**src/apr_pkg.sv**
```systemverilog
// Purpose: Shared constants and types for analog preset and receive masking.
// Assumes: One 40 MHz clock; register port already decoded from the serial port.
// Notes: Mode and bit rate codes are local encodings of this block.
`default_nettype none
package apr_pkg;
    localparam int unsigned CLK_HZ = 40_000_000;
    // Register addresses.
    localparam logic [5:0] ADDR_OPCTL = 6'h02;
    localparam logic [5:0] ADDR_MODE = 6'h03;
    localparam logic [5:0] ADDR_RATE = 6'h04;
    localparam logic [5:0] ADDR_TYPEA = 6'h05;
    localparam logic [5:0] ADDR_AUX = 6'h09;
    localparam logic [5:0] ADDR_RXCFG1 = 6'h0A;
    localparam logic [5:0] ADDR_RXCFG3 = 6'h0C;
    localparam logic [5:0] ADDR_MASK_PERIOD = 6'h10;
    // Reset values.
    localparam logic [7:0] RST_OPCTL = 8'h00;
    localparam logic [7:0] RST_MODE = 8'h00;
    localparam logic [7:0] RST_RATE = 8'h00;
    localparam logic [7:0] RST_TYPEA = 8'h00;
    localparam logic [7:0] RST_AUX = 8'h00;
    localparam logic [7:0] RST_RXCFG1 = 8'h00;
    localparam logic [7:0] RST_RXCFG3 = 8'h00;
    localparam logic [7:0] RST_MASK_PERIOD = 8'h00;
    localparam logic [7:0] RDATA_UNMAPPED = 8'h00;
    // Field positions.
    localparam int OPC_EN = 7;
    localparam int OPC_RXEN = 6;
    localparam int OPC_RXCHN = 5;
    localparam int OPC_TXEN = 3;
    localparam int TA_START_AND_LENGTH_BYTE_INSERT = 5;
    localparam int AUX_TRANSMIT_MODULATION_TYPE = 5;
    localparam int AUX_PEER_FIELD_DETECT_ENABLE = 4;
    localparam int RX1_DEMOD_CHANNEL_SELECT = 7;
    localparam int RX1_DEMOD_TYPE = 6;
    localparam int RX1_FILTER_LSB = 0;
    localparam int RX3_CLIP = 1;
    localparam int RX3_FORCED_GAIN_REDUCTION = 0;
    localparam int MODE_LSB = 0;
    localparam int RATE_RX_LSB = 0;
    localparam int RATE_TX_LSB = 4;
    // Protocol modes held in the low nibble of the mode register.
    localparam logic [3:0] MODE_ISO_A = 4'h0;
    localparam logic [3:0] MODE_ISO_B = 4'h1;
    localparam logic [3:0] MODE_VICINITY = 4'h2;
    localparam logic [3:0] MODE_CARD_212_424 = 4'h3;
    localparam logic [3:0] MODE_NFC_INITIATOR = 4'h4;
    localparam logic [3:0] MODE_NFC_TARGET = 4'h5;
    localparam logic [3:0] MODE_SUBCARRIER_STREAM = 4'h6;
    localparam logic [3:0] MODE_BPSK_STREAM = 4'h7;
    // Bit rate codes; codes above RATE_848 exceed fc/16.
    localparam logic [3:0] RATE_106 = 4'h0;
    localparam logic [3:0] RATE_848 = 4'h3;
    // Low-pass and zero-setting field values (bits 5 to 0 of rx config one).
    localparam logic [5:0] FILT_NFC = 6'h08;
    localparam logic [5:0] FILT_LOW_RATE = 6'h00;
    localparam logic [5:0] FILT_HIGH_RATE = 6'h24;
    // Direct command codes.
    localparam logic [7:0] CMD_ANALOG_PRESET = 8'hCC;
    localparam logic [7:0] CMD_MASK_RX = 8'hD0;
    localparam logic [7:0] CMD_UNMASK_RX = 8'hD1;
    localparam logic [7:0] CMD_START_MASK_TIMER = 8'hE2;
    // Mask timer tick.
    localparam int unsigned MASK_TICK_NS = 1000;
    localparam int unsigned MASK_TICK_CYC =
        (MASK_TICK_NS * (CLK_HZ / 1_000_000) + 999) / 1000;
    localparam logic [7:0] MASK_TICK_LAST = 8'(MASK_TICK_CYC - 1);

    typedef struct packed {
        logic we;
        logic re;
        logic [5:0] addr;
        logic [7:0] wdata;
    } apr_reg_req_t;

    typedef struct packed {
        logic valid;
        logic [7:0] code;
    } apr_cmd_t;

    typedef struct packed {
        logic rxOn;
        logic framingEnable;
        logic maskTimerRunning;
    } apr_rx_ctrl_t;

    typedef struct packed {
        logic [7:0] opctl;
        logic [7:0] modeDef;
        logic [7:0] rateDef;
        logic [7:0] typeA;
        logic [7:0] aux;
        logic [7:0] rxCfg1;
        logic [7:0] rxCfg3;
        logic [7:0] maskPeriod;
        logic cmdMask;
        logic [7:0] rdata;
        logic rdValid;
        logic done;
        logic ignored;
    } apr_core_state_t;

    typedef struct packed {
        logic [7:0] remain;
        logic [7:0] tick;
    } apr_tmr_state_t;

    function automatic logic isNfcActive(input logic [3:0] mode);
        return (mode == MODE_NFC_INITIATOR) || (mode == MODE_NFC_TARGET);
    endfunction : isNfcActive

    function automatic logic [5:0] filterFor(input logic [3:0] mode,
                                             input logic [3:0] rxRate);
        if (isNfcActive(mode)) begin
            return FILT_NFC;
        end
        return (rxRate > RATE_848) ? FILT_HIGH_RATE : FILT_LOW_RATE;
    endfunction : filterFor
endpackage : apr_pkg
`default_nettype wire

```
**src/apr_core.sv**
```systemverilog
// Purpose: Analog preset and mask/unmask receive data direct commands.
// Assumes: Register port and command strobe decoded from the serial port.
// Notes: Commands complete in one cycle and never raise an interrupt.
// Function
// [RQ1] Analog preset rewrites listed TX/RX bits from mode and bit rate.
// [RQ2] Host avoids analog preset in subcarrier or BPSK stream modes.
// [RQ3] Preset sets receive channel count bit for NFC active modes.
// [RQ4] Preset clears transmitter enable in NFC initiator and target modes.
// [RQ5] Preset sets start and length byte insertion for NFC active.
// [RQ6] Preset picks OOK or AM transmit modulation from mode and rate.
// [RQ7] Preset enables peer field detector only for NFC active.
// [RQ8] Preset selects AM demodulation channel for NFC active.
// [RQ9] Preset selects peak detector up to 848 kb/s, mixer above.
// [RQ10] Preset loads low-pass and zero-setting bits by mode and rate.
// [RQ11] Preset sets stage output clipping only for NFC active.
// [RQ12] Preset sets forced gain reduction only for NFC active.
// [RQ13] Mask command drops receiver activity and stops receive framing.
// [RQ14] Effective mask is command mask OR mask timer.
// [RQ15] Unmask command raises receiver activity and enables framing.
// [RQ16] Unmask while mask timer runs enables reception and resets timer.
// [RQ17] Mask and unmask are ignored while receiver enable is clear.
// [RQ18] Mask and unmask allow chaining and raise no interrupt.
// [RQ19] Preset leaves other bits unchanged and raises no interrupt.
`timescale 1ns/1ps
`default_nettype none
module apr_core (
    // Clock and reset.
    input wire logic clk_sys,
    input wire logic arst_n,
    // Register access.
    input wire apr_pkg::apr_reg_req_t regReq,
    output logic [7:0] regRdata,
    output logic regRdValid,
    // Direct commands.
    input wire apr_pkg::apr_cmd_t cmd,
    output logic cmdDone,
    output logic cmdIgnored,
    // Receiver control.
    output apr_pkg::apr_rx_ctrl_t rxCtrl,
    // Configuration bits toward the analog front end.
    output logic [7:0] opctlOut,
    output logic [7:0] typeAOut,
    output logic [7:0] auxOut,
    output logic [7:0] rxCfg1Out,
    output logic [7:0] rxCfg3Out
);
    import apr_pkg::*;

    apr_core_state_t s;
    apr_core_state_t next_s;
    logic timerStart;
    logic timerClear;
    logic timerRunning;
    logic rxEnBit;
    logic nfcAct;
    logic [3:0] mode;
    logic [3:0] rxRate;
    logic [3:0] txRate;
    logic presetGo;
    logic maskGo;
    logic unmaskGo;
    logic rxActive;

    function automatic logic [7:0] regRead(input apr_core_state_t st,
                                           input logic [5:0] a);
        unique case (a)
            ADDR_OPCTL: return st.opctl;
            ADDR_MODE: return st.modeDef;
            ADDR_RATE: return st.rateDef;
            ADDR_TYPEA: return st.typeA;
            ADDR_AUX: return st.aux;
            ADDR_RXCFG1: return st.rxCfg1;
            ADDR_RXCFG3: return st.rxCfg3;
            ADDR_MASK_PERIOD: return st.maskPeriod;
            default: return RDATA_UNMAPPED;
        endcase
    endfunction : regRead

    assign rxEnBit = s.opctl[OPC_RXEN];
    assign mode = s.modeDef[MODE_LSB +: 4];
    assign rxRate = s.rateDef[RATE_RX_LSB +: 4];
    assign txRate = s.rateDef[RATE_TX_LSB +: 4];
    assign nfcAct = isNfcActive(mode);
    assign presetGo = cmd.valid && (cmd.code == CMD_ANALOG_PRESET);
    assign maskGo = cmd.valid && (cmd.code == CMD_MASK_RX);
    assign unmaskGo = cmd.valid && (cmd.code == CMD_UNMASK_RX);

    always_comb begin
        next_s = s;
        next_s.done = 1'b0;
        next_s.ignored = 1'b0;
        next_s.rdValid = regReq.re;
        timerStart = 1'b0;
        timerClear = 1'b0;
        if (regReq.re) begin
            next_s.rdata = regRead(s, regReq.addr);
        end
        if (regReq.we) begin
            unique case (regReq.addr)
                ADDR_OPCTL: next_s.opctl = regReq.wdata;
                ADDR_MODE: next_s.modeDef = regReq.wdata;
                ADDR_RATE: next_s.rateDef = regReq.wdata;
                ADDR_TYPEA: next_s.typeA = regReq.wdata;
                ADDR_AUX: next_s.aux = regReq.wdata;
                ADDR_RXCFG1: next_s.rxCfg1 = regReq.wdata;
                ADDR_RXCFG3: next_s.rxCfg3 = regReq.wdata;
                ADDR_MASK_PERIOD: next_s.maskPeriod = regReq.wdata;
                default: begin
                end
            endcase
        end
        if (presetGo) begin // RQ19
            // Only the listed bits move; all others keep their value.
            next_s.opctl[OPC_RXCHN] = nfcAct; // RQ1 RQ3
            if (nfcAct) begin
                next_s.opctl[OPC_TXEN] = 1'b0; // RQ4
                next_s.rxCfg1[RX1_DEMOD_CHANNEL_SELECT] = 1'b0; // RQ8
            end
            next_s.typeA[TA_START_AND_LENGTH_BYTE_INSERT] = nfcAct; // RQ5
            if (mode == MODE_ISO_A) begin
                next_s.aux[AUX_TRANSMIT_MODULATION_TYPE] = 1'b0; // RQ6
            end else if (mode == MODE_ISO_B || mode == MODE_CARD_212_424) begin
                next_s.aux[AUX_TRANSMIT_MODULATION_TYPE] = 1'b1; // RQ6
            end else if (nfcAct) begin
                next_s.aux[AUX_TRANSMIT_MODULATION_TYPE] =
                    (txRate != RATE_106); // RQ6
            end
            next_s.aux[AUX_PEER_FIELD_DETECT_ENABLE] = nfcAct; // RQ7
            next_s.rxCfg1[RX1_DEMOD_TYPE] = (rxRate > RATE_848); // RQ9
            next_s.rxCfg1[RX1_FILTER_LSB +: 6] =
                filterFor(mode, rxRate); // RQ10
            next_s.rxCfg3[RX3_CLIP] = nfcAct; // RQ11
            next_s.rxCfg3[RX3_FORCED_GAIN_REDUCTION] = nfcAct; // RQ12
            next_s.done = 1'b1;
        end else if (maskGo || unmaskGo) begin
            if (rxEnBit) begin
                next_s.cmdMask = maskGo; // RQ13 RQ15
                timerClear = unmaskGo; // RQ16
                next_s.done = 1'b1; // RQ18
            end else begin
                next_s.ignored = 1'b1; // RQ17
            end
        end else if (cmd.valid && cmd.code == CMD_START_MASK_TIMER) begin
            if (rxEnBit) begin
                timerStart = 1'b1;
                next_s.done = 1'b1;
            end else begin
                next_s.ignored = 1'b1;
            end
        end
    end

    always_ff @(posedge clk_sys or negedge arst_n) begin
        if (!arst_n) begin
            s <= '{opctl: RST_OPCTL, modeDef: RST_MODE, rateDef: RST_RATE,
                   typeA: RST_TYPEA, aux: RST_AUX, rxCfg1: RST_RXCFG1,
                   rxCfg3: RST_RXCFG3, maskPeriod: RST_MASK_PERIOD,
                   cmdMask: 1'b0, rdata: RDATA_UNMAPPED, rdValid: 1'b0,
                   done: 1'b0, ignored: 1'b0};
        end else begin
            s <= next_s;
        end
    end

    apr_mask_timer u_mask_timer (
        .clk_sys(clk_sys),
        .arst_n(arst_n),
        .start(timerStart),
        .clear(timerClear),
        .period(s.maskPeriod),
        .running(timerRunning)
    );

    // Reception is masked by either the command or the timer.
    assign rxActive = rxEnBit && !(s.cmdMask || timerRunning); // RQ14
    assign rxCtrl = '{rxOn: rxActive, framingEnable: rxActive, // RQ13 RQ15
                      maskTimerRunning: timerRunning};
    assign regRdata = s.rdata;
    assign regRdValid = s.rdValid;
    assign cmdDone = s.done;
    assign cmdIgnored = s.ignored;
    assign opctlOut = s.opctl;
    assign typeAOut = s.typeA;
    assign auxOut = s.aux;
    assign rxCfg1Out = s.rxCfg1;
    assign rxCfg3Out = s.rxCfg3;
endmodule : apr_core
`default_nettype wire

```
**src/apr_mask_timer.sv**
```systemverilog
// Purpose: Mask receive timer that masks reception for a programmed time.
// Assumes: Period counts ticks of MASK_TICK_CYC clock cycles.
// Notes: Clear has priority over start.
`timescale 1ns/1ps
`default_nettype none
module apr_mask_timer (
    // Clock and reset.
    input wire logic clk_sys,
    input wire logic arst_n,
    // Control.
    input wire logic start,
    input wire logic clear,
    input wire logic [7:0] period,
    // Status.
    output logic running
);
    import apr_pkg::*;

    apr_tmr_state_t s;
    apr_tmr_state_t next_s;

    always_comb begin
        next_s = s;
        if (clear) begin
            next_s.remain = 8'h00;
            next_s.tick = 8'h00;
        end else if (start) begin
            next_s.remain = period;
            next_s.tick = 8'h00;
        end else if (s.remain != 8'h00) begin
            if (s.tick == MASK_TICK_LAST) begin
                next_s.tick = 8'h00;
                next_s.remain = s.remain - 8'h01;
            end else begin
                next_s.tick = s.tick + 8'h01;
            end
        end
    end

    always_ff @(posedge clk_sys or negedge arst_n) begin
        if (!arst_n) begin
            s <= '0;
        end else begin
            s <= next_s;
        end
    end

    assign running = (s.remain != 8'h00);
endmodule : apr_mask_timer
`default_nettype wire

```
**config.mk**
```make
export PLATFORM = sky130hd
export DESIGN_NAME = apr_core
export DESIGN_NICKNAME = d
export VERILOG_FILES = /design/src/apr_pkg.sv /design/src/apr_core.sv /design/src/apr_mask_timer.sv
export SDC_FILE = /design/constraint.sdc
export NUM_CORES = 1
export LEC_CHECK = 0
export BUFFER_PORTS_ARGS = -buffer_cell sky130_fd_sc_hd__buf_2
export CORE_ASPECT_RATIO = 0.9
export CORE_MARGIN = 2
export CORE_UTILIZATION = 51
export CTS_BUF_LIST = sky130_fd_sc_hd__clkbuf_16
export CTS_CLUSTER_DIAMETER = 60
export DETAILED_ROUTE_END_ITERATION = 8
export GPL_TIMING_DRIVEN = 1
export PLACE_DENSITY = 0.76
export SYNTH_ARGS = -nofsm -noshare
export SYNTH_HDL_FRONTEND = slang
export SYNTH_SLANG_ARGS = --single-unit
```
**constraint.sdc**
```tcl
create_clock -name clk_sys -period 2 [get_ports clk_sys]
set_input_delay 0.4 -clock clk_sys [delete_from_list [all_inputs] [get_ports clk_sys]]
set_output_delay 0.4 -clock clk_sys [all_outputs]
set_load 0.02 [all_outputs]
```
Word-level counts from Yosys, hierarchy flattened. Index checks and enable logic that the tools add are counted.

Register bits: 92. Output and inout port bits: 54. Logic and storage cells: 121.

Add/subtract/negate cells: 2. Order comparisons: 1. Eq/ne operators: 17. Multiplexer cells: 43. Bitwise logic cells: 1. Reductions and logical operators: 35.

Operator list (count): two-way mux 8 bit (10); one-hot mux 8 bit (8 select lines) (1); two-way mux 62 bit (1); two-way mux 16 bit (3); equality test 8 bit (second input constant) (4); AND reduction 2 bit (13); two-way mux 6 bit (4); two-way mux 1 bit (20); equality test 6 x 4 -> 1 bit (second input constant) (3); equality test 6 x 2 -> 1 bit (second input constant) (2); equality test 6 x 3 -> 1 bit (second input constant) (2); nonzero test 2 bit (6); adder 8 x 1 -> 8 bit (second input constant) (1); equality test 4 x 3 -> 1 bit (second input constant) (2); equality test 8 x 6 -> 1 bit (second input constant) (1); two-way mux 2 bit (4); nonzero test 8 bit (1); subtractor 8 x 1 -> 8 bit (second input constant) (1); equality test 6 x 5 -> 1 bit (second input constant) (1); nonzero test 3 bit (2); logical AND 1 bit (5); equality test 4 x 1 -> 1 bit (second input constant) (1); equality test 4 x 2 -> 1 bit (second input constant) (1); greater-than comparator 4 x 2 -> 1 bit (second input constant) (1); other kinds (6) (9).

Logic depth before layout (Yosys ltp). Gate-level depths: netlist (run 1).

Depth in word-level cells: 7. Mapped depth: 7. Mapped depth without buffers: 7.

Cells and area by module. A second synthesis (run 1) with hierarchy kept.

Cell total of the unflattened synthesis: 447. Area, all modules: 4994.8 µm².

By module, submodules not included: apr_core (instances 1, cells each 341, area each 3942.5 µm², sequential area each 1901.8 µm²); apr_mask_timer (instances 1, cells each 106, area each 1052.3 µm², sequential area each 400.4 µm²).

Worst setup path after synthesis (run 1). No wires, ideal clock.

Kind: input-to-reg. Start: input port regReq[13] (netlist name). End: register s, in the netlist opctlOut[0]. Setup time: 125 ps. Arrival time: 2131 ps. Required time: 1875 ps. Slack: -256 ps. Stages on the path: 6. Buffers on the path: 2. Cells stage by stage: or2_1 > buf_6 > or4b_4 > buf_6 > nor3b_4 > mux2_2.

Word-level cells in the longest chain between the ends: 2.

RTL lines: start, declared (line apr_core.sv:31) `input wire apr_pkg::apr_reg_req_t regReq,`; equality test 6 x 2 -> 1 bit (line apr_core.sv:99) `unique case (regReq.addr)`; AND reduction 2 bit (no source line); end signal, assigned (line apr_core.sv:155) `s <= '{opctl: RST_OPCTL, modeDef: RST_MODE, rateDef: RST_RATE,`; end signal, assigned (line apr_core.sv:161) `s <= next_s;`; end, declared (line apr_core.sv:49) `apr_core_state_t s;`.

No other way between the ends. A chain may end at the register's enable or synchronous reset.

==> results of run 1 <==
## final timing paths
kind | slack (ns) | endpoint | from
min in group clk_sys | 0.38 | s[11] | cmd[0]
worst min-delay path | 0.02 | u_mask_timer.s[3] | arst_n
worst max-delay path | -0.06 | rxCtrl[2] | u_mask_timer.s[12]
worst min register to register | 0.51 | rxRate[0] | rxRate[0]
max in group asynchronous | 1.42 | typeAOut[6] | arst_n
worst max register to register | 0.04 | u_mask_timer.s[4] | u_mask_timer.s[8]
## sequential cells by signal, summed over array words and instances (netlist names)
register / cells
auxOut: 8
cmdDone: 1
cmdIgnored: 1
mode: 4
opctlOut: 8
regRdValid: 1
regRdata: 8
rxCfg1Out: 8
rxCfg3Out: 8
rxRate: 4
s: 17
typeAOut: 8
u_mask_timer.s: 16
## cells in the final DEF (no fill, tap or decap), drive strengths merged, types with 2 or more instances in the layout
cell type and n:
nor4 8, a211o 2, mux2i 25, dfrtp 92, nand4bb 2, and3 2, clkinvlp 2, a221o 8
nand2 33, nor2 28, nand3 4, nor3 10, a21o 2, nand2b 2, buf 129, inv 9
o21ai 25, o211ai 2, bufinv 2, or4b 3, and2 2, nor2b 2, nor3b 3, ha 3
a21oi 24, o221a 8, a22oi 16, nand4 2, clkbuf 9, or3 4, mux2 49, or2 3
## final cells by class
type | count | area (µm²) | share of cell area
clock buffers | 9 | 225.2 | 0.03863
clock inverters | 7 | 91.34 | 0.01567
inverters | 7 | 28.78 | 0.004936
multi-input cells | 285 | 2178 | 0.3736
flip-flops and latches | 92 | 2302 | 0.3949
well taps | 122 | 152.6 | 0.02618
repair buffers | 129 | 852.1 | 0.1461
## power by group through the flow
stage	logic (mW)	registers [mW]	clock network, mW
floorplan	1.06	2.38	0
global placement	1.26	2.45	0
detailed placement	1.32	2.46	0
CTS	1.34	2.43	1.82
global route	1.49	2.48	1.92
finish	1.38	2.44	1.80
## cell families after synthesis
logic type | synth area share
adder cells (fa/ha/maj) | 0.007652
XOR/XNOR | 0.003571
AO/OA/AOI/OAI | 0.1298
buffers and inverters | 0.09768
multiplexers | 0.1635
AND/OR/NAND/NOR | 0.1285
flip-flops | 0.4693
## layer usage
layer	global-route usage	up-vias
met2	0.3608	172
met4	0.09665	0
li1	-	1747
met5	0	-
met3	0.04852	29
met1	0.3537	1902
## metrics by stage
stage / hold WS [ns] / std cells / power (mW) / setup TNS, ns / cell area [µm²]
after floorplan: 0.1044 / 449 / 3.435 / -2.362 / 4991
after global placement: 0.3927 / 633 / 3.708 / -3.972 / 5460
after detailed placement: 0.3972 / 633 / 3.778 / -5.657 / 5460
after CTS: 0.03836 / 650 / 5.595 / -0.1013 / 5807
after global routing: 0.04891 / 651 / 5.897 / -0.4775 / 5831
final: 0.01960 / 651 / 5.617 / -0.1508 / 5831
## what timing repair did
| action | 4_1_cts | 5_1_grt |
|---|---|---|
| setup buffers | 1 | 1 |
| setup endpoints to repair | 3 | 9 |
| resized for setup | 6 | 6 |
| gates cloned | 0 | 0 |
| pin swaps | 3 | 0 |
==> flow_metrics.py, run 1 <==
metrics = {
    "route": {
        "num_vias": 3850,
        "drtAntennaViolNets": 0,
        "drt_iter0_drc": 289,
        "top_layer": "met4",
        "wire_per_inst_um": 18.94,
        "wl_met1_um": 5523,
        "finalWirelength_um": 12330,
        "drc": 0,
        "first_pass_iters": 5,
        "viasPerCell": 5.914,
        "wl_met3_um": 854,
        "dr_wl_met2_um": 5684,
    },
    "synthesis": {
        "synthTopCellsByCount": "dfrtp_1 (92), buf_4 (51), mux2_2 (49)",
        "synth_area_leaders": "dfrtp_1 (47%), mux2_2 (11%), buf_4 (7.8%)",
        "synth.largest_area_cell": "dfrtp_1",
        "synth_cell_type_count": 55,
        "async_flop_share": 1.000,
        "yosysSeqAreaShare": 0.4693,
        "yosys_most_used_dff": "dfrtp_1",
        "syn_inst": 449,
        "syn-num-nets": 479,
        "synth_top_cell_area_share": 0.4693,
        "postSynthAreaPerCell_um2": 10.93,
        "ys_warn_count": 0,
        "synth_edf_count": 0,
        "synthMostInstantiatedCell": "dfrtp_1",
        "ys_ff_latch": 92,
        "syn_area_um2": 4906,
    },
    "setup_path": {
        "arrival_ns": 1.66,
        "cp_data_required_time_ns": 1.60,
        "worst_setup_path_start_kind": "flip-flop",
        "ff2ff_path_depth": 7,
        "path_cells": "nor4_2 > buf_4 > and3_4 > and3_4 > buf_6",
        "cp_num_buf_inv": 2,
        "crit_path_end_kind": "primary output",
        "critPathSlowestCell": "dfrtp_1",
        "critPathKind": "flip-flop to primary output",
        "cp_max_fo": 3,
        "slowest_delay_ns": 0.39,
        "cp_top_family": "simple AND/OR/NAND/NOR gates",
        "worst_path_most_repeated_cell": "and3_4",
        "path_depth": 5,
    },
    "power": {
        "sw_frac_of_total": 0.3119,
        "internal-power_mw": 3.865,
        "combPwrFrac": 0.245,
        "seq_power_share": 0.434,
        "p_switching_mw": 1.752,
        "power_density_nw_per_um2": 963.3,
        "leakagePower_nw": 2.883,
        "max-vdd-ir-drop_v": 0.0004946,
        "clkPwrFrac": 0.321,
    },
    "die": {
        "dieHeight_um": 97.05,
        "core_region_area_um2": 9249,
        "die_area_um2": 10420,
        "initial_core_util": 0.5304,
        "num_rows": 33,
        "io_pins": 81,
        "fp.dieW_um": 107.4,
    },
    "global_routing": {
        "grt_max_degree": 40,
        "antenna_found_initial": 0,
        "groute.usage.overall": 0.2443,
        "overflow": 0,
        "grt_pass1_wl_um": 19690,
        "grt_pass1_vias": 3703,
    },
    "cts": {
        "clk_pin_slew_ns": 0.06,
        "cts_tree": "built",
        "cts.path.max_buffers": 2,
        "htree_num_levels": 3,
        "cts_inserted_buffers": 9,
        "postCtsHoldBufs": 0,
        "insertion_delay_ns": 0.34,
        "cts_sinks": 92,
        "cts_root_buf": "clkbuf_16",
    },
    "run_status": {
        "status": "complete, but fails checks",
        "violations": "negative setup slack",
    },
    "timing": {
        "fin_crit_sh": 1.029,
        "finalHoldViolCount": 0,
        "fin_skew_ns": 0.005454,
        "relSlewSlack": 0.6598,
        "worst_pin_slew_ns": 0.5056,
        "setup_viol": 3,
        "max_clock_freq_mhz": 486.1,
        "finalWorstSetupSlack_ns": -0.05730,
        "drv_slew": 0,
        "rsz0062_at_grt": "true",
        "post-route-min-period_ns": 2.057,
    },
    "job": {
        "max-cap-violations": 0,
    },
    "cells_and_area": {
        "nets": 554,
        "drive_gt1_frac": 0.4178,
        "diodes": 0,
        "area_growth_pct": 18.85,
        "fin_util": 0.6304,
        "nFillCells": 756,
    },
    "place": {
        "gp_congestion": 0.8830,
        "place_ws_ns": -0.2256,
        "hpwl_um": 9166,
        "numPortBuffers": 80,
    },
    "min_path": {
        "hp-class": "input pin to async pin",
    },
}
Power figures use the tool's default switching activity.
==> run 2, diff against run 1 <==
Settings changed: CELL_PAD_IN_SITES_DETAIL_PLACEMENT from default to 1, CELL_PAD_IN_SITES_GLOBAL_PLACEMENT from default to 2, CORE_UTILIZATION 51 to 33, PLACE_DENSITY 0.76 to default, PLACE_DENSITY_LB_ADDON from default to 0.1, REMOVE_ABC_BUFFERS from default to 1.
==> run 2 against run 1 <==
  * The run still ends with negative setup slack left
  * Routed wire length increased by 16%
  * Sequential share of layout area is 1.2 points lower
  * Clock power is 3% lower
  * Via count shrank 2.1%
  * Critical path depth up 1
  * Combinational power grew 11%
  * Die area increased by 52%
  * Highest routed layer unchanged
==> flow_metrics.py, run 2 (synthesized netlist as in run 1, its figures left out) <==
metrics = {
    "setup_path": {
        "crit_path_end_kind": "primary output",
        "critPathKind": "flip-flop to primary output",
        "arrival_ns": 1.74,
        "cp_num_buf_inv": 3,
        "path_cells": "nor4_2 > buf_4 > and3_4 > buf_6 > and3_4 > buf_6",
        "cp_top_family": "simple AND/OR/NAND/NOR gates",
        "cp_data_required_time_ns": 1.60,
        "slowest_delay_ns": 0.39,
        "critPathSlowestCell": "dfrtp_1",
        "worst_setup_path_start_kind": "flip-flop",
        "cp_max_fo": 2,
    },
    "cts": {
        "cts.path.max_buffers": 2,
        "cts_tree": "built",
        "clk_pin_slew_ns": 0.07,
        "htree_num_levels": 3,
        "insertion_delay_ns": 0.35,
        "cts_root_buf": "clkbuf_16",
        "cts_sinks": 92,
        "cts_inserted_buffers": 9,
    },
    "cells_and_area": {
        "largest_reg_flops": 17,
        "nFillCells": 1675,
        "diodes": 0,
        "fin_util": 0.4121,
        "area_growth_pct": 22.72,
        "layout_commonest_cell": "dfrtp_1",
        "top_register": "s",
        "final_cell_mix": "dfrtp_1 (92), buf_2 (76), buf_4 (62)",
        "reg_top3": "s (17), u_mask_timer.s (16)",
        "nets": 573,
        "drive_gt1_frac": 0.4380,
    },
    "power": {
        "power_density_nw_per_um2": 947.5,
        "leakagePower_nw": 2.940,
        "max-vdd-ir-drop_v": 0.0004667,
    },
    "place": {
        "numPortBuffers": 80,
        "gp_congestion": 0.8033,
        "hpwl_um": 10830,
    },
    "route": {
        "drc": 0,
        "viasPerCell": 5.051,
        "wire_per_inst_um": 19.12,
        "drt_iter0_drc": 194,
        "drtAntennaViolNets": 0,
        "first_pass_iters": 4,
        "finalWirelength_um": 14260,
        "num_vias": 3768,
    },
    "run_status": {
        "violations": "negative setup slack",
        "status": "complete, but fails checks",
    },
    "die": {
        "io_pins": 81,
        "die_area_um2": 15860,
        "fp.dieW_um": 132.5,
        "initial_core_util": 0.3358,
        "core_region_area_um2": 14610,
        "num_rows": 42,
        "dieHeight_um": 119.7,
    },
    "global_routing": {
        "antenna_found_initial": 0,
        "overflow": 0,
        "groute.usage.overall": 0.1894,
        "grt_pass1_vias": 3954,
        "grt_max_degree": 36,
        "grt_pass1_wl_um": 22820,
    },
    "timing": {
        "setup_viol": 3,
        "post-route-min-period_ns": 2.139,
        "drv_slew": 0,
        "finalHoldViolCount": 0,
        "relSlewSlack": 0.6621,
        "fin_crit_sh": 1.070,
        "fin_skew_ns": 0.008703,
        "worst_pin_slew_ns": 0.5022,
        "tns_ns": -0.3952,
        "finalWorstSetupSlack_ns": -0.1393,
        "rsz0062_at_grt": "true",
        "max_clock_freq_mhz": 467.4,
    },
    "job": {
        "max-cap-violations": 0,
    },
    "min_path": {
        "hp-class": "input pin to flip-flop",
    },
}
==> run 2: area by class of cell <==
type	instances	area, µm²	share of cell area
well taps	198	247.7	0.04115
repair buffers	148	992.2	0.1648
inverters	7	26.28	0.004364
flip-flops and latches	92	2302	0.3824
clock inverters	7	73.82	0.01226
clock buffers	9	225.2	0.03741
multi-input cells	285	2153	0.3576
==> run 2: metrics by stage <==
step                instance area [µm²]  instances  hold slack, ns  power [mW]  setup slack (ns)
finish                             6021        746          0.3546       5.705           -0.1393
global route                       6021        746          0.3666       6.036           -0.2335
CTS                                6003        745          0.3364       5.775           -0.2060
detailed placement                 5627        725          0.3248       3.917           -0.2529
global placement                   5627        725          0.3258       3.867           -0.2437
floorplan                          4453        384          0.1044       3.196           -0.4394
==> run 2: worst min-delay path: stages <==
cell     delay (ns)
buf_2          0.09
buf_4          0.11
mux2i_1        0.06
==> run 2: repair_timing <==
item                                   CTS  global route
hold buffers                             1             0
setup endpoints to repair                7            14
endpoints found under the hold margin   19             0
gates resized for setup                 14             2
pin swaps                                1             2
buffers inserted                         3             1
==> run 2: path summary, 6_finish.rpt <==
check / to / cells after the start / from / slack, ns
hold / removal: s[11] / 3 / cmd[0] / 0.35
min in group asynchronous: u_mask_timer.s[2] / 2 / arst_n / 0.48
setup / recovery: rxCtrl[2] / 6 / u_mask_timer.s[12] / -0.14
hold reg to reg: rxRate[0] / 1 / rxRate[0] / 0.51
max in group asynchronous: opctlOut[5] / 3 / arst_n / 0.92
setup reg to reg: u_mask_timer.s[4] / 7 / u_mask_timer.s[8] / 0.05
==> run 2: layer usage <==
layer / vias up / GRT usage / part of all wire / wire (µm)
li1: 1784 / - / - / -
met1: 1899 / 0.2749 / 0.50 / 7078
met2: 75 / 0.2850 / 0.44 / 6291
met3: 10 / 0.04563 / 0.052 / 744
met4: 0 / 0.04637 / 0.010 / 146
met5: - / 0 / 0 / 0
==> run 2: report_power, final <==
part	switching (mW)	internal [mW]
sequential	0.268	2.16
combinational	0.828	0.699
clock	0.775	0.976
total	1.87	3.83
==> run 3, diff against run 2 <==
Settings changed: PLACE_DENSITY from default to 0.78, PLACE_DENSITY_LB_ADDON 0.1 to default, SETUP_SLACK_MARGIN from default to 0.1.
==> run 3 against run 2 <==
  * The flow finishes with violations (negative hold slack, negative setup slack)
  * Flip-flop and latch count unchanged
  * Fmax up 2.0%
  * Register-to-register slack about the same
  * First-iteration DRC count up 15%
  * Largest cell class unchanged
  * Routed wire length up 0.22%
  * Die area unchanged
  * Clock power up 6%
  * Final area down 1.3%
  * Setup slack better by 0.042 ns
  * Via count up 1.1%
  * Clock skew about the same
  * Power up 0.97%
  * Largest power group unchanged
==> flow_metrics.py, run 3 (synthesized netlist as in run 1, its figures left out) <==
metrics = {
    "cts": {
        "cts_root_buf": "clkbuf_16",
        "postCtsHoldBufs": 0,
        "cts_inserted_buffers": 9,
        "insertion_delay_ns": 0.34,
        "clk_pin_slew_ns": 0.06,
        "htree_num_levels": 3,
        "cts.path.max_buffers": 2,
        "cts_sinks": 92,
        "cts_tree": "built",
    },
    "power": {
        "sw_frac_of_total": 0.3236,
        "seq_power_share": 0.423,
        "leakagePower_nw": 2.875,
        "power_mw": 5.760,
        "max-vdd-ir-drop_v": 0.0004191,
        "p_switching_mw": 1.864,
        "internal-power_mw": 3.896,
        "combPwrFrac": 0.256,
        "power_density_nw_per_um2": 969.1,
        "clkPwrFrac": 0.321,
    },
    "timing": {
        "fin_skew_ns": 0.008737,
        "finalHoldViolCount": 3,
        "finalWorstSetupSlack_ns": -0.09710,
        "post-route-min-period_ns": 2.097,
        "relSlewSlack": 0.6217,
        "setup_viol": 3,
        "worst_hold_slack_ns": -0.005031,
        "fin_crit_sh": 1.049,
        "rsz0062_at_grt": "true",
        "drv_slew": 0,
        "worst_pin_slew_ns": 0.5623,
        "max_clock_freq_mhz": 476.9,
    },
    "global_routing": {
        "grt_pass1_vias": 4014,
        "grt.busiest_layer": "met2",
        "overflow": 0,
        "grt_pass1_wl_um": 22300,
        "global_route.usage.met2": 0.2872,
        "use_met1": 0.2621,
        "antenna_found_initial": 0,
        "use_met3": 0.02281,
        "grt_max_degree": 46,
        "groute.usage.overall": 0.1808,
    },
    "die": {
        "fp.dieW_um": 132.5,
        "dieHeight_um": 119.7,
        "num_rows": 42,
        "die_area_um2": 15860,
        "initial_core_util": 0.3358,
        "io_pins": 81,
        "core_region_area_um2": 14610,
    },
    "setup_path": {
        "critPathKind": "flip-flop to primary output",
        "cp_data_required_time_ns": 1.60,
        "worst_path_most_repeated_cell": "and3_4",
        "cp_max_fo": 3,
        "critPathSlowestCell": "dfrtp_1",
        "crit_path_end_kind": "primary output",
        "cp_num_buf_inv": 2,
        "cp_top_family": "simple AND/OR/NAND/NOR gates",
        "slowest_delay_ns": 0.39,
        "worst_setup_path_start_kind": "flip-flop",
        "arrival_ns": 1.70,
        "path_cells": "nor4_2 > buf_4 > and3_4 > and3_4 > buf_6",
    },
    "route": {
        "wire_per_inst_um": 19.66,
        "drc": 0,
        "drtAntennaViolNets": 0,
        "first_pass_iters": 4,
        "num_vias": 3809,
        "viasPerCell": 5.239,
        "finalWirelength_um": 14290,
        "drt_iter0_drc": 224,
    },
    "place": {
        "gp_congestion": 0.8147,
        "place_ws_ns": -0.2494,
        "numPortBuffers": 80,
        "hpwl_um": 10350,
    },
    "job": {
        "max-cap-violations": 0,
    },
    "cells_and_area": {
        "diodes": 0,
        "drive_gt1_frac": 0.4272,
        "largest_reg_flops": 17,
        "layout_commonest_cell": "dfrtp_1",
        "nets": 555,
        "nFillCells": 1667,
        "area_growth_pct": 21.14,
        "reg_top3": "s (17), u_mask_timer.s (16)",
        "final_cell_mix": "dfrtp_1 (92), buf_2 (74), mux2_2 (49)",
        "top_register": "s",
    },
    "run_status": {
        "status": "complete, but fails checks",
        "violations": "negative hold slack, negative setup slack",
    },
    "min_path": {
        "hp-class": "input pin to async pin",
    },
}
==> run 3: layer usage <==
metal / share of wire / wire (µm) / up-vias
li1: - / - / 1734
met1: 0.47 / 6682 / 1979
met2: 0.48 / 6930 / 89
met3: 0.040 / 573 / 7
met4: 0.0074 / 106 / 0
met5: 0 / 0 / -
==> run 3: power groups by stage <==
stage	Sequential (mW)	Clock (mW)	Combinational, mW
finish	2.44	1.85	1.47
global placement	2.44	0	1.31
floorplan	2.55	0	0.643
CTS	2.43	1.87	1.43
global route	2.48	1.94	1.62
detailed placement	2.46	0	1.37
==> run 3: final timing paths <==
check,start,to,slack [ns],depth (start not counted)
max,u_mask_timer.s[14],rxCtrl[1],-0.1,5
min,arst_n,u_mask_timer.s[0],-0.005,1
max reg2reg,u_mask_timer.s[6],u_mask_timer.s[3],0.05,5
min in group clk_sys,regReq[14],regRdValid,0.30,1
max in group asynchronous,arst_n,rxCfg1Out[2],1.35,2
min reg2reg,rxRate[0],rxRate[0],0.51,1
==> run 3: cell type report <==
class,count,area [µm²],share of cell area
clock buffer,9,225.2,0.03789
clock inverter,6,90.09,0.01516
inverter,7,26.28,0.004421
multi-input combinational,285,2185,0.3676
sequential,92,2302,0.3874
tap,198,247.7,0.04168
timing repair buffer,130,867.1,0.1459
==> run 3: through the flow <==
stage	hold WS (ns)	utilization	area [µm²]	cells	setup TNS [ns]
2_1_floorplan	0.1044	-	4453	384	-7.741
3_3_place_gp	0.3702	0.3769	5507	709	-6.995
3_5_place_dp	0.3724	0.3769	5507	709	-8.100
4_1_cts	0.004432	0.4018	5869	726	-0.2306
5_1_grt	0.01457	0.4068	5943	727	-0.6706
6_report	-0.005031	0.4068	5943	727	-0.2763
==> run 3: timing repair <==
action | in CTS | in global routing
pin swaps | 4 | 6
setup endpoints to repair | 16 | 28
gates resized for setup | 9 | 19
cloned | 0 | 0
buffers inserted | 2 | 1
